--- config.mk ---
export PLATFORM = sky130hd
export DESIGN_NAME = emc_mode_control
export DESIGN_NICKNAME = d
export VERILOG_FILES = /design/src/emc_pkg.sv /design/src/emc_mode_control.sv
export SDC_FILE = /design/constraint.sdc
export NUM_CORES = 1
export LEC_CHECK = 0
export BUFFER_PORTS_ARGS = -buffer_cell sky130_fd_sc_hd__buf_2
export CORE_MARGIN = 2
export CORE_UTILIZATION = 30
export CTS_CLUSTER_SIZE = 12
export DETAILED_ROUTE_END_ITERATION = 6
export HOLD_SLACK_MARGIN = 0.05
export SLEW_MARGIN = 15
export SYNTH_ARGS = -nofsm -noshare
export SYNTH_HDL_FRONTEND = slang
export SYNTH_SLANG_ARGS = --single-unit
--- constraint.sdc ---
create_clock -name aclk -period 29.7 [get_ports aclk]
set_input_delay 8.91 -clock aclk [delete_from_list [all_inputs] [get_ports aclk]]
set_output_delay 8.91 -clock aclk [all_outputs]
set_load 0.02 [all_outputs]
--- src/emc_pkg.sv ---
// Package with constants, register map and carrier types for the ejector mode control.
package emc_pkg;
   localparam int CLK_KHZ        = 125000;
   localparam int HOLD_TIME_MS   = 3000;
   localparam int FLASH_TIME_MS  = 500;
   localparam int HOLD_CYC_DEF   = HOLD_TIME_MS * CLK_KHZ;
   localparam int FLASH_CYC_DEF  = FLASH_TIME_MS * CLK_KHZ;
   localparam int CAL_LIMIT_PCT  = 3;
   localparam int PCT_BASE       = 100;
   localparam int FULL_SCALE_DEF = 1000;
   localparam int BLOCK_BASE     = 1000;
   localparam int BLOCKS         = 3;

   localparam logic [7:0] ADDR_CTRL      = 8'h00;
   localparam logic [7:0] ADDR_SWITCH    = 8'h04;
   localparam logic [7:0] ADDR_RESET     = 8'h08;
   localparam logic [7:0] ADDR_PP_ON     = 8'h0c;
   localparam logic [7:0] ADDR_PP_OFF    = 8'h10;
   localparam logic [7:0] ADDR_ZERO      = 8'h14;
   localparam logic [7:0] ADDR_STATUS    = 8'h18;
   localparam logic [7:0] ADDR_INFO_SEL  = 8'h1c;
   localparam logic [7:0] ADDR_COUNT1    = 8'h20;
   localparam logic [7:0] ADDR_COUNT2    = 8'h24;
   localparam logic [7:0] ADDR_FIRMWARE  = 8'h28;
   localparam logic [7:0] ADDR_PART      = 8'h2c;
   localparam logic [7:0] ADDR_SERIAL    = 8'h30;

   localparam int BIT_MANUAL  = 0;
   localparam int BIT_SUCTION = 1;
   localparam int BIT_BLOW    = 2;
   localparam int BIT_PART    = 3;
   localparam int BIT_CAL_ERR = 4;
   localparam int BIT_ENABLE  = 0;
   localparam int BIT_YES     = 0;

   localparam logic [1:0] RESP_OKAY   = 2'h0;
   localparam logic [1:0] RESP_SLVERR = 2'h2;

   localparam logic [2:0] INFO_COUNT1   = 3'h0;
   localparam logic [2:0] INFO_COUNT2   = 3'h1;
   localparam logic [2:0] INFO_FIRMWARE = 3'h2;
   localparam logic [2:0] INFO_PART     = 3'h3;
   localparam logic [2:0] INFO_SERIAL   = 3'h4;

   typedef enum logic [0:0] {
      EMC_AUTO   = 1'b0,
      EMC_MANUAL = 1'b1
   } emc_mode_t;

   typedef struct packed {
      logic mode_a;
      logic mode_b;
      logic suction;
      logic blow;
      logic next;
   } emc_keys_t;

   typedef struct packed {
      logic switch_point;
      logic part_present;
      logic suction;
      logic blow;
   } emc_leds_t;
endpackage : emc_pkg

--- src/emc_mode_control.sv ---
// Ejector operating-mode, keypad, vacuum control and info display logic with AXI4-Lite registers.
//
// Behaviour
// Power-up enters automatic mode, following external signals.
// Parameter writes accepted only in automatic mode.
// Both mode buttons held 3 s enter manual.
// Manual mode flashes switch-point and part LEDs.
// Brief both-button press leaves manual mode.
// External input change returns to automatic mode.
// Suction button toggles manual suction and LED.
// Blow button during suction blows while held.
// Held blow button drives blow and LED.
// Air saving applies limits in manual too.
// Switch/reset points regulate; part output hysteresis.
// Zero accepted within three percent, else error.
// Zero recalibrates only on yes.
// Nine digits shown as three pointed blocks.
// Info items are read-only counters and identities.
// Blow request overrides suction request.
//
// Added by the designer: the address map and register access over AXI4-Lite.
`timescale 1ns/1ps
module emc_mode_control #(
   parameter int          SENSOR_W   = 10,
   parameter int          FULL_SCALE = emc_pkg::FULL_SCALE_DEF,
   parameter int          HOLD_CYC   = emc_pkg::HOLD_CYC_DEF,
   parameter int          FLASH_CYC  = emc_pkg::FLASH_CYC_DEF,
   parameter logic [29:0] FIRMWARE   = 30'h0000_0101, // Value is arbitrary.
   parameter logic [29:0] PART_NUM   = 30'h0001_2345, // Value is arbitrary.
   parameter logic [29:0] SERIAL_NUM = 30'h0005_4321  // Value is arbitrary.
) (
   input  wire logic                  aclk,
   input  wire logic                  aresetn,
   input  wire logic [7:0]            s_axi_awaddr,
   input  wire logic                  s_axi_awvalid,
   output      logic                  s_axi_awready,
   input  wire logic [31:0]           s_axi_wdata,
   input  wire logic [3:0]            s_axi_wstrb,
   input  wire logic                  s_axi_wvalid,
   output      logic                  s_axi_wready,
   output      logic [1:0]            s_axi_bresp,
   output      logic                  s_axi_bvalid,
   input  wire logic                  s_axi_bready,
   input  wire logic [7:0]            s_axi_araddr,
   input  wire logic                  s_axi_arvalid,
   output      logic                  s_axi_arready,
   output      logic [31:0]           s_axi_rdata,
   output      logic [1:0]            s_axi_rresp,
   output      logic                  s_axi_rvalid,
   input  wire logic                  s_axi_rready,
   input  wire emc_pkg::emc_keys_t    keys,
   input  wire logic                  measure_screen,
   input  wire logic                  ext_suction,
   input  wire logic                  ext_blow,
   input  wire logic [SENSOR_W-1:0]   sensor_raw,
   output      logic                  suction_valve,
   output      logic                  blow_valve,
   output      logic                  part_present,
   output      emc_pkg::emc_leds_t    leds,
   output      logic [9:0]            disp_value,
   output      logic [2:0]            disp_point
);
   localparam logic [SENSOR_W-1:0] CAL_LIMIT =
      SENSOR_W'(FULL_SCALE * emc_pkg::CAL_LIMIT_PCT / emc_pkg::PCT_BASE);
   localparam logic [31:0] HOLD_LAST  = 32'(HOLD_CYC - 1);
   localparam logic [31:0] FLASH_LAST = 32'(FLASH_CYC - 1);

   function automatic logic [31:0] strb_merge(input logic [31:0] old, input logic [31:0] d,
                                              input logic [3:0] strb);
      logic [31:0] m;
      m = {{8{strb[3]}}, {8{strb[2]}}, {8{strb[1]}}, {8{strb[0]}}};
      return (old & ~m) | (d & m);
   endfunction : strb_merge

   function automatic logic [9:0] block_of(input logic [29:0] v, input logic [1:0] idx);
      logic [29:0] q;
      q = (idx == 2'h0) ? v / 30'(emc_pkg::BLOCK_BASE * emc_pkg::BLOCK_BASE) :
          (idx == 2'h1) ? v / 30'(emc_pkg::BLOCK_BASE) : v;
      return 10'(q % 30'(emc_pkg::BLOCK_BASE));
   endfunction : block_of

   emc_pkg::emc_mode_t mode_reg, mode_next;
   emc_pkg::emc_keys_t keys_reg;
   logic [31:0]         hold_reg, flash_cnt_reg;
   logic                flash_reg, armed_reg, man_suck_reg, pause_reg, part_reg;
   logic                ext_s_reg, ext_b_reg, cal_err_reg, energy_reg;
   logic [SENSOR_W-1:0] sp_reg, rp_reg, on_reg, off_reg, zero_reg;
   logic [29:0]         cnt1_reg, cnt2_reg;
   logic [2:0]          info_reg;
   logic [1:0]          block_reg;
   logic                aw_have_reg, w_have_reg;
   logic [7:0]          aw_addr_reg;
   logic [31:0]         w_data_reg;
   logic [3:0]          w_strb_reg;

   // Key edges and the manual mode entry and exit conditions.
   wire both      = keys.mode_a & keys.mode_b;
   wire both_rise = both & ~(keys_reg.mode_a & keys_reg.mode_b);
   wire suck_rise = keys.suction & ~keys_reg.suction & ~both;
   wire blow_rise = keys.blow & ~keys_reg.blow;
   wire next_rise = keys.next & ~keys_reg.next;
   wire manual    = (mode_reg == emc_pkg::EMC_MANUAL);
   wire hold_done = (hold_reg == HOLD_LAST);
   wire ext_chg   = (ext_suction != ext_s_reg) | (ext_blow != ext_b_reg);

   always_comb begin
      case (mode_reg)
         // The keys must still be held at the last count, or a release at that edge would enter.
         emc_pkg::EMC_AUTO:   mode_next = (hold_done & both & measure_screen) ?
                                          emc_pkg::EMC_MANUAL : emc_pkg::EMC_AUTO;
         emc_pkg::EMC_MANUAL: mode_next = (ext_chg | (armed_reg & both_rise)) ?
                                          emc_pkg::EMC_AUTO : emc_pkg::EMC_MANUAL;
         default:             mode_next = emc_pkg::EMC_AUTO;
      endcase
   end

   // Vacuum relative to the calibrated zero, clamped at ambient.
   wire [SENSOR_W-1:0] vac = (sensor_raw > zero_reg) ? sensor_raw - zero_reg : '0;
   wire suck_req  = manual ? man_suck_reg : ext_suction;
   wire blow_req  = manual ? keys.blow : ext_blow;
   wire pause_nxt = energy_reg & suck_req & ((vac >= sp_reg) | (pause_reg & (vac >= rp_reg)));
   wire suck_nxt  = suck_req & ~blow_req & ~pause_nxt;
   wire part_nxt  = (vac >= on_reg) | (part_reg & (vac >= off_reg));

   // Register bus decode.
   wire wr_go    = aw_have_reg & w_have_reg & ~s_axi_bvalid;
   wire wr_param = (aw_addr_reg == emc_pkg::ADDR_CTRL)   | (aw_addr_reg == emc_pkg::ADDR_SWITCH) |
                   (aw_addr_reg == emc_pkg::ADDR_RESET)  | (aw_addr_reg == emc_pkg::ADDR_PP_ON) |
                   (aw_addr_reg == emc_pkg::ADDR_PP_OFF) | (aw_addr_reg == emc_pkg::ADDR_ZERO);
   wire wr_other = (aw_addr_reg == emc_pkg::ADDR_STATUS) | (aw_addr_reg == emc_pkg::ADDR_INFO_SEL);
   wire wr_ok    = wr_go & ((wr_param & ~manual) | wr_other);
   wire [31:0] wd = strb_merge(32'h0, w_data_reg, w_strb_reg);
   wire wr_zero  = wr_ok & (aw_addr_reg == emc_pkg::ADDR_ZERO) & wd[emc_pkg::BIT_YES];
   wire cal_fail = wr_zero & (sensor_raw > CAL_LIMIT);
   wire err_clr  = wr_ok & (aw_addr_reg == emc_pkg::ADDR_STATUS) & wd[emc_pkg::BIT_CAL_ERR];
   wire ar_go    = s_axi_arvalid & s_axi_arready;

   wire [31:0] status_word = {27'h0, cal_err_reg, part_reg, blow_valve, suction_valve, manual};
   wire [29:0] info_val = (info_reg == emc_pkg::INFO_COUNT1)   ? cnt1_reg :
                          (info_reg == emc_pkg::INFO_COUNT2)   ? cnt2_reg :
                          (info_reg == emc_pkg::INFO_FIRMWARE) ? FIRMWARE :
                          (info_reg == emc_pkg::INFO_PART)     ? PART_NUM : SERIAL_NUM;
   logic [31:0] rd_word;
   logic        rd_hit;
   always_comb begin
      rd_hit = 1'b1;
      case (s_axi_araddr)
         emc_pkg::ADDR_CTRL:     rd_word = {31'h0, energy_reg};
         emc_pkg::ADDR_SWITCH:   rd_word = 32'(sp_reg);
         emc_pkg::ADDR_RESET:    rd_word = 32'(rp_reg);
         emc_pkg::ADDR_PP_ON:    rd_word = 32'(on_reg);
         emc_pkg::ADDR_PP_OFF:   rd_word = 32'(off_reg);
         emc_pkg::ADDR_ZERO:     rd_word = 32'(zero_reg);
         emc_pkg::ADDR_STATUS:   rd_word = status_word;
         emc_pkg::ADDR_INFO_SEL: rd_word = {29'h0, info_reg};
         emc_pkg::ADDR_COUNT1:   rd_word = {2'h0, cnt1_reg};
         emc_pkg::ADDR_COUNT2:   rd_word = {2'h0, cnt2_reg};
         emc_pkg::ADDR_FIRMWARE: rd_word = {2'h0, FIRMWARE};
         emc_pkg::ADDR_PART:     rd_word = {2'h0, PART_NUM};
         emc_pkg::ADDR_SERIAL:   rd_word = {2'h0, SERIAL_NUM};
         default: begin
            rd_word = 32'h0;
            rd_hit  = 1'b0;
         end
      endcase
   end

   assign s_axi_awready = ~aw_have_reg & ~s_axi_bvalid;
   assign s_axi_wready  = ~w_have_reg & ~s_axi_bvalid;
   assign s_axi_arready = ~s_axi_rvalid;

   // AXI4-Lite slave: one write and one read in flight, refused writes answer SLVERR.
   always_ff @(posedge aclk) begin
      if (!aresetn) begin
         aw_have_reg  <= 1'b0;
         w_have_reg   <= 1'b0;
         aw_addr_reg  <= 8'h00;
         w_data_reg   <= 32'h0;
         w_strb_reg   <= 4'h0;
         s_axi_bvalid <= 1'b0;
         s_axi_bresp  <= emc_pkg::RESP_OKAY;
         s_axi_rvalid <= 1'b0;
         s_axi_rdata  <= 32'h0;
         s_axi_rresp  <= emc_pkg::RESP_OKAY;
      end else begin
         if (s_axi_awvalid && s_axi_awready) begin
            aw_have_reg <= 1'b1;
            aw_addr_reg <= s_axi_awaddr;
         end
         if (s_axi_wvalid && s_axi_wready) begin
            w_have_reg <= 1'b1;
            w_data_reg <= s_axi_wdata;
            w_strb_reg <= s_axi_wstrb;
         end
         if (wr_go) begin
            aw_have_reg  <= 1'b0;
            w_have_reg   <= 1'b0;
            s_axi_bvalid <= 1'b1;
            s_axi_bresp  <= wr_ok ? emc_pkg::RESP_OKAY : emc_pkg::RESP_SLVERR;
         end else if (s_axi_bready) begin
            s_axi_bvalid <= 1'b0;
         end
         if (ar_go) begin
            s_axi_rvalid <= 1'b1;
            s_axi_rdata  <= rd_word;
            s_axi_rresp  <= rd_hit ? emc_pkg::RESP_OKAY : emc_pkg::RESP_SLVERR;
         end else if (s_axi_rready) begin
            s_axi_rvalid <= 1'b0;
         end
      end
   end

   // Settings registers; parameter writes only land in automatic mode, info select and error clear writes land in either mode.
   always_ff @(posedge aclk) begin
      if (!aresetn) begin
         energy_reg  <= 1'b0;
         sp_reg      <= '1;
         rp_reg      <= '0;
         on_reg      <= '1;
         off_reg     <= '0;
         zero_reg    <= '0;
         info_reg    <= emc_pkg::INFO_COUNT1;
         cal_err_reg <= 1'b0;
      end else begin
         if (wr_ok) begin
            case (aw_addr_reg)
               emc_pkg::ADDR_CTRL:     energy_reg <= wd[emc_pkg::BIT_ENABLE];
               emc_pkg::ADDR_SWITCH:   sp_reg     <= wd[SENSOR_W-1:0];
               emc_pkg::ADDR_RESET:    rp_reg     <= wd[SENSOR_W-1:0];
               emc_pkg::ADDR_PP_ON:    on_reg     <= wd[SENSOR_W-1:0];
               emc_pkg::ADDR_PP_OFF:   off_reg    <= wd[SENSOR_W-1:0];
               emc_pkg::ADDR_INFO_SEL: info_reg   <= wd[2:0];
               default:                info_reg   <= info_reg;
            endcase
         end
         if (wr_zero && !cal_fail) begin
            zero_reg <= sensor_raw;
         end
         // A failed calibration in the clearing cycle keeps the error set.
         cal_err_reg <= cal_fail | (cal_err_reg & ~err_clr);
      end
   end

   // Mode, keypad and valve state.
   always_ff @(posedge aclk) begin
      if (!aresetn) begin
         mode_reg      <= emc_pkg::EMC_AUTO;
         keys_reg      <= '0;
         ext_s_reg     <= 1'b0;
         ext_b_reg     <= 1'b0;
         hold_reg      <= 32'h0;
         armed_reg     <= 1'b0;
         man_suck_reg  <= 1'b0;
         pause_reg     <= 1'b0;
         part_reg      <= 1'b0;
         part_present  <= 1'b0;
         suction_valve <= 1'b0;
         blow_valve    <= 1'b0;
      end else begin
         mode_reg  <= mode_next;
         keys_reg  <= keys;
         ext_s_reg <= ext_suction;
         ext_b_reg <= ext_blow;
         hold_reg  <= (!manual && both && measure_screen && !hold_done) ? hold_reg + 32'h1 : 32'h0;
         // Exit needs a fresh press, so the hold that entered manual mode cannot leave it.
         armed_reg <= manual & (armed_reg | ~both);
         if (!manual || mode_next != emc_pkg::EMC_MANUAL || blow_rise) begin
            man_suck_reg <= 1'b0;
         end else if (suck_rise) begin
            man_suck_reg <= ~man_suck_reg;
         end
         pause_reg     <= pause_nxt;
         part_reg      <= part_nxt;
         part_present  <= part_nxt;
         suction_valve <= suck_nxt;
         blow_valve    <= blow_req;
      end
   end

   // Counters, flash timer and info display.
   always_ff @(posedge aclk) begin
      if (!aresetn) begin
         cnt1_reg      <= 30'h0;
         cnt2_reg      <= 30'h0;
         flash_cnt_reg <= 32'h0;
         flash_reg     <= 1'b0;
         block_reg     <= 2'h0;
      end else begin
         if (ext_suction && !ext_s_reg) cnt1_reg <= cnt1_reg + 30'h1;
         if (suck_nxt && !suction_valve) cnt2_reg <= cnt2_reg + 30'h1;
         flash_cnt_reg <= (!manual || flash_cnt_reg == FLASH_LAST) ? 32'h0 : flash_cnt_reg + 32'h1;
         if (!manual) flash_reg <= 1'b0;
         else if (flash_cnt_reg == FLASH_LAST) flash_reg <= ~flash_reg;
         if (wr_ok && aw_addr_reg == emc_pkg::ADDR_INFO_SEL) block_reg <= 2'h0;
         else if (next_rise) block_reg <= (block_reg == 2'(emc_pkg::BLOCKS - 1)) ? 2'h0 : block_reg + 2'h1;
      end
   end

   always_ff @(posedge aclk) begin
      if (!aresetn) begin
         disp_value <= 10'h0;
         disp_point <= 3'h0;
         leds       <= '0;
      end else begin
         disp_value <= block_of(info_val, block_reg);
         disp_point <= 3'h4 >> block_reg;
         leds.switch_point <= manual ? flash_reg : pause_nxt;
         leds.part_present <= manual ? flash_reg : part_nxt;
         leds.suction      <= suck_nxt;
         leds.blow         <= blow_req;
      end
   end

   // Checks.
   power_auto_a: assert property (@(posedge aclk) $rose(aresetn) |-> !manual)
      else $error("mode not automatic after reset");
   param_lock_a: assert property (@(posedge aclk) disable iff (!aresetn)
      wr_go && wr_param && manual |=> s_axi_bresp == emc_pkg::RESP_SLVERR && $stable(sp_reg))
      else $error("parameter write accepted in manual mode");
   hold_entry_a: assert property (@(posedge aclk) disable iff (!aresetn)
      $rose(manual) |-> $past(hold_reg) == HOLD_LAST)
      else $error("manual entered without full hold");
   flash_off_a: assert property (@(posedge aclk) disable iff (!aresetn)
      !manual ##1 !manual |-> !flash_reg)
      else $error("indicator flashing outside manual mode");
   ext_exit_a: assert property (@(posedge aclk) disable iff (!aresetn)
      manual && ext_chg |=> !manual)
      else $error("external change did not leave manual mode");
   blow_prio_a: assert property (@(posedge aclk) disable iff (!aresetn)
      blow_valve |-> !suction_valve)
      else $error("suction active during blow off");
   man_blow_a: assert property (@(posedge aclk) disable iff (!aresetn)
      manual && keys.blow && mode_next == emc_pkg::EMC_MANUAL |=> blow_valve && leds.blow)
      else $error("held blow key did not blow");
   cal_limit_a: assert property (@(posedge aclk) disable iff (!aresetn)
      wr_zero && sensor_raw > CAL_LIMIT |=> cal_err_reg && $stable(zero_reg))
      else $error("out of range zero accepted");
   block_order_a: assert property (@(posedge aclk) disable iff (!aresetn)
      next_rise && block_reg == 2'h0 && !wr_ok |=> block_reg == 2'h1 ##1 disp_point == 3'h2)
      else $error("display block order wrong");
endmodule : emc_mode_control

# Word-level counts from Yosys, hierarchy flattened

Cells that the tools add are included.

$add $sub $neg: 6
Divide/modulo/power cells: 3
Magnitude comparators: 6
Equal/unequal tests: 28
Shift operators: 1
Muxes and demuxes: 23
Bitwise logic cells: 61
Reduce and logical (&&, ||, !) cells: 36

Operator list:

| kind                                                     | number |
|---|---|
| one-hot mux 30 bit (13 select lines)                     | 1 |
| two-way mux 30 bit                                       | 4 |
| adder 32 x 1 -> 32 bit (second input constant)           | 2 |
| == test 8 x 5 -> 1 bit (second input constant)           | 8 |
| adder 30 x 1 -> 30 bit (second input constant)           | 2 |
| == test 8 x 6 -> 1 bit (second input constant)           | 5 |
| greater-or-equal comparator 10 bit                       | 4 |
| two-way mux 19 bit                                       | 2 |
| == test 32 x 26 -> 1 bit (second input constant)         | 1 |
| == test 32 x 29 -> 1 bit (second input constant)         | 1 |
| == test 8 x 4 -> 1 bit (second input constant)           | 4 |
| bitwise AND 1 bit                                        | 30 |
| divider 30 x 10 -> 30 bit (second input constant)        | 1 |
| divider 30 x 20 -> 30 bit (second input constant)        | 1 |
| remainder unit 30 x 10 -> 30 bit (second input constant) | 1 |
| inverter 1 bit                                           | 17 |
| == test 8 x 3 -> 1 bit (second input constant)           | 2 |
| logical NOT 8 bit                                        | 2 |
| AND reduction 2 bit                                      | 8 |
| bitwise OR 1 bit                                         | 13 |
| OR reduction 13 bit                                      | 1 |
| two-way mux 1 bit                                        | 11 |
| bitwise AND 10 bit                                       | 1 |
| greater-than comparator 10 bit                           | 1 |
| other kinds (19)                                         | 41 |

Flip-flop bits (word level): 271
Output and inout port bits: 61
Word-level logic and storage cells: 206

# Logic depth before layout (Yosys ltp)

Depth in word-level cells: 14
Depth in mapped cells: 69
Gate-level depth less buffers: 56

# Worst setup path before layout

No wires, ideal clock.

Path type: register -> register
From: reg info_reg[0]
To: reg disp_value[6]
Arrival: 15.027 ns
Slack: 14.545 ns
Cell stages (with the launch flop): 60
Clock period less this slack: 15.155 ns
Cell sequence: dfxtp_1 buf_6 mux2i_1 nor3_1 o41a_1 a211oi_2 o31a_2 a311oi_1 or4_4 a211oi_4 o21ai_1 and3_1 buf_6 mux2i_1 o32ai_1 and3_1 buf_2 nor4_1 [24 not listed] a2111oi_4 nand3b_1 a211oi_1 o2111ai_2 nand3_2 inv_2 or4_1 a311oi_1 a21oi_1 o2111ai_1 nor4_2 o21a_1 o32ai_2 xnor2_4 nand4bb_2 a21oi_1 xnor2_1 nor2_1

Cells in the longest elaborated chain, start to end: 9

Ends and longest elaborated chain:

| element                              | RTL line                | source |
|---|---|---|
| from (decl)                          | emc_mode_control.sv:89  | `logic [2:0] info_reg;` |
| from (signal assigned)               | emc_mode_control.sv:222 | `info_reg <= emc_pkg::INFO_COUNT1;` |
| from (signal assigned)               | emc_mode_control.sv:232 | `emc_pkg::ADDR_INFO_SEL: info_reg <= wd[2:0];` |
| from (signal assigned)               | emc_mode_control.sv:233 | `default: info_reg <= info_reg;` |
| == test 3 x 2 -> 1 bit               | emc_mode_control.sv:142 | `(info_reg == emc_pkg::INFO_PART) ? PART_NUM : SERIAL_NUM;` |
| two-way mux 19 bit                   | emc_mode_control.sv:142 |  |
| two-way mux 19 bit                   | emc_mode_control.sv:141 | `(info_reg == emc_pkg::INFO_FIRMWARE) ? FIRMWARE :` |
| two-way mux 30 bit                   | emc_mode_control.sv:140 | `(info_reg == emc_pkg::INFO_COUNT2) ? cnt2_reg :` |
| two-way mux 30 bit (*)               | emc_mode_control.sv:139 | `wire [29:0] info_val = (info_reg == emc_pkg::INFO_COUNT1) ? cnt1_reg :` |
| divider 30 x 10 -> 30 bit            | emc_mode_control.sv:78  | `(idx == 2'h1) ? v / 30'(emc_pkg::BLOCK_BASE) : v;` |
| two-way mux 30 bit                   | emc_mode_control.sv:78  |  |
| two-way mux 30 bit (*)               | emc_mode_control.sv:77  | `q = (idx == 2'h0) ? v / 30'(emc_pkg::BLOCK_BASE * emc_pkg::BLOCK_BASE) :` |
| remainder unit 30 x 10 -> 30 bit (*) | emc_mode_control.sv:79  | `return 10'(q % 30'(emc_pkg::BLOCK_BASE));` |
| to (signal assigned)                 | emc_mode_control.sv:305 | `disp_value <= block_of(info_val, block_reg);` |
| to (decl)                            | emc_mode_control.sv:60  | `output logic [9:0] disp_value,` |

Mark *: on every way between the ends. The rest lies on a longest branch, timed or not.
A chain may end at the register's enable or synchronous reset.

# Final worst setup path

From: reg info_reg[2]
To: reg disp_value[9]

Same word-level chain as after synthesis.

==> impl_metrics.tcl <==
set metrics [dict create \
    synth_common_cells "556 x nor2_1, 472 x nand2_1, 297 x a21oi_1, 267 x dfxtp_1, 176 x nand3_1" \
    area_growth_pct 8.344 \
    antenna_found_initial 1 \
    yosysMostFrequentCell "nor2_1" \
    synth_enable_flop_cells 0 \
    power_mw 0.7985 \
    fp.dieH_um 321.6 \
    fin_tns_setup_ps 0 \
    final_nets 4388 \
    synth_top_area_share_pct 17.66 \
    io_pins 138 \
    drc 0 \
    maxCapViolations 0 \
    crit_path_frequent_cell "nor2_1" \
    cp_max_fo 17 \
    first_pass_iters 6 \
    clk_path_buf_depth 3 \
    whs_ps 453.2 \
    vias_per_cell 5.800 \
    rows 116 \
    core_um2 100000 \
    slew_headroom_pct 29.88 \
    die-area_um2 103400 \
    ant_nets 0 \
    placed_area_um2 31880 \
    worst_pin_slew_ps 1045 \
    yosysTopAreaCell "dfxtp_1" \
    period_share_pct 69.23 \
    yosys_most_used_dff "dfxtp_1" \
    synthTopCellsByArea "dfxtp_1 18%, nor2_1 6.9%, nand2_1 5.9%, xnor2_1 5.0%, a21oi_1 4.9%" \
    cts_max_level 1 \
    start_util_pct 30.26 \
    gp_congestion 0.9183 \
    period_needed_ps 20560 \
    startpoint_type "flop" \
    report.final.setup_viol 0 \
    wire_per_inst_um 17.01 \
    status "completed" \
    hold_viol 0 \
    port_buffers 109 \
    drive_gt1_share_pct 9.131 \
    hold_buffers 0 \
    vdd.ir_drop.worst_uv 42.27 \
    drt-total-wl_um 94770 \
    fin_ws_ps 9138 \
    syn_inst 4278 \
    cts_resized 0 \
    clock-skew-final_ps 37.47 \
    place_inst 5522 \
    power_density_nw_per_um2 24.36 \
    drtIter0Drc 2704 \
    rsz0062_at_grt "false" \
    grt_pass1_wl_um 155900 \
    ys_ff_latch 267 \
    clkSlewWorstSetupHoldPaths_ps 60 \
    cts_tree "yes" \
    avgSynthCellArea_um2 7.073 \
    numCtsBuffers 29 \
    post_cts_buffers 0 \
    cp.required_ps 30200 \
    cts-root-buf "clkbuf_16" \
    grt_pass1_vias 29710 \
    vias 32310 \
    seq_area_frac_synth_pct 17.66 \
    fmax_ghz 0.04863 \
    dp_hpwl_um 71660 \
    n_fill_cell 10730 \
    slowest_delay_ps 940 \
    layoutNonFillerInstCount 5570 \
    slew_violations 0 \
    clock-sinks 267 \
    grtUsageTotal_pct 17.60 \
    crit_arrival_ps 21070 \
    yosysWarnings 0 \
    clk_latency_ps 620 \
    power.leakage_nw 11.36 \
    synth_cell_type_count 143 \
    post-place-ws_ps 9392 \
    die_w_um 321.6 \
    post-route-util_pct 32.78 \
    critPathKind "flop to flop" \
    ys_async_sr_fraction_pct 0 \
    netlist_area_um2 30260 \
    holdCritPathClass "flop to flop" \
    grt_overflow_total 0 \
    setup.worst_path.end_class "flop" \
    design_area_um2 32790 \
    critical-path-slowest-cell "dfxtp_1" \
    grt_start_max_net_pins 77 \
]
## routing by layer
metal / global-route usage (%) / wire [um]
met4: 4.694 / 2400
met5: 0 / 13
met1: 24.48 / 44750
met2: 29.12 / 42900
met3: 1.333 / 4712
## logic make-up (layout without fill, tap and decap cells)
family,count (synthesis),in the layout,synth area share (%)
xor gates and xnor gates,296,296,8.753
other,1,5,0.01239
buffers and inverters,292,282,3.932
muxes,120,120,4.209
DFF,267,267,17.66
adders and majority gates,73,73,2.903
and+or+nand+nor,1874,1874,30.10
AOI/OAI and AO/OA,1355,1355,32.43
## layout by cell type (no fill, tap or decap), types with 31 or more instances in the layout
cell type,Yosys,routed
o2111ai_1,31,31
o211ai_1,84,84
nand3_1,176,176
o21a_1,52,52
inv_1,88,88
mux2_2,34,34
and2_1,74,74
nand4_1,73,73
xnor2_1,174,174
nor2_1,556,554
buf_4,11,36
and3_1,73,73
a21o_1,53,53
nor3_1,118,118
a21oi_1,297,296
o21ai_0,174,174
xor2_1,116,116
nor4_1,39,39
mux2i_1,78,78
o21ai_1,54,54
a22oi_1,45,45
ha_1,55,55
a211oi_1,55,55
a31oi_1,64,64
or3_1,55,55
nand2_1,472,472
dfxtp_1,267,265
nand2b_1,42,42
o31ai_1,31,31
buf_2,24,109
## worst paths after layout
path	start	to	slack [ps]	cells past startpoint
max	info_reg[2]$_SDFFE_PN0P_	disp_value[9]$_SDFF_PN0_	9140	52
min	w_data_reg[5]$_SDFFE_PN0P_	w_data_reg[5]$_SDFFE_PN0P_	450	2
max reg2reg	info_reg[2]$_SDFFE_PN0P_	disp_value[9]$_SDFF_PN0_	9140	52
min reg2reg	w_data_reg[5]$_SDFFE_PN0P_	w_data_reg[5]$_SDFFE_PN0P_	450	2
## power breakdown
part	switching (mW)	internal [mW]	total [mW]
Combinational	0.0496	0.0255	0.0751
Sequential	0.00392	0.363	0.367
Clock	0.157	0.200	0.356
Total	0.210	0.588	0.798
## layout make-up
cell class	count	area [um^2]	share of cell area (%)
timing repair buffer	145	815.8	2.488
sequential	267	5348	16.31
clock inverter	8	88.84	0.2710
clock buffer	39	813.3	2.481
antenna	1	2.502	0.007633
multi-input combinational	3722	23750	72.45
tap	1298	1624	4.954
inverter	90	340.3	1.038
## worst max-delay path: cells and delay by family (launching register included)
family / cells / cell delay, ps
simple gates: 20 / 6650
fa+ha+maj: 1 / 400
xor+xnor: 1 / 250
buf+inv: 1 / 340
flops: 1 / 940
compound gates: 29 / 11850
(Power assumes the default switching activity.)
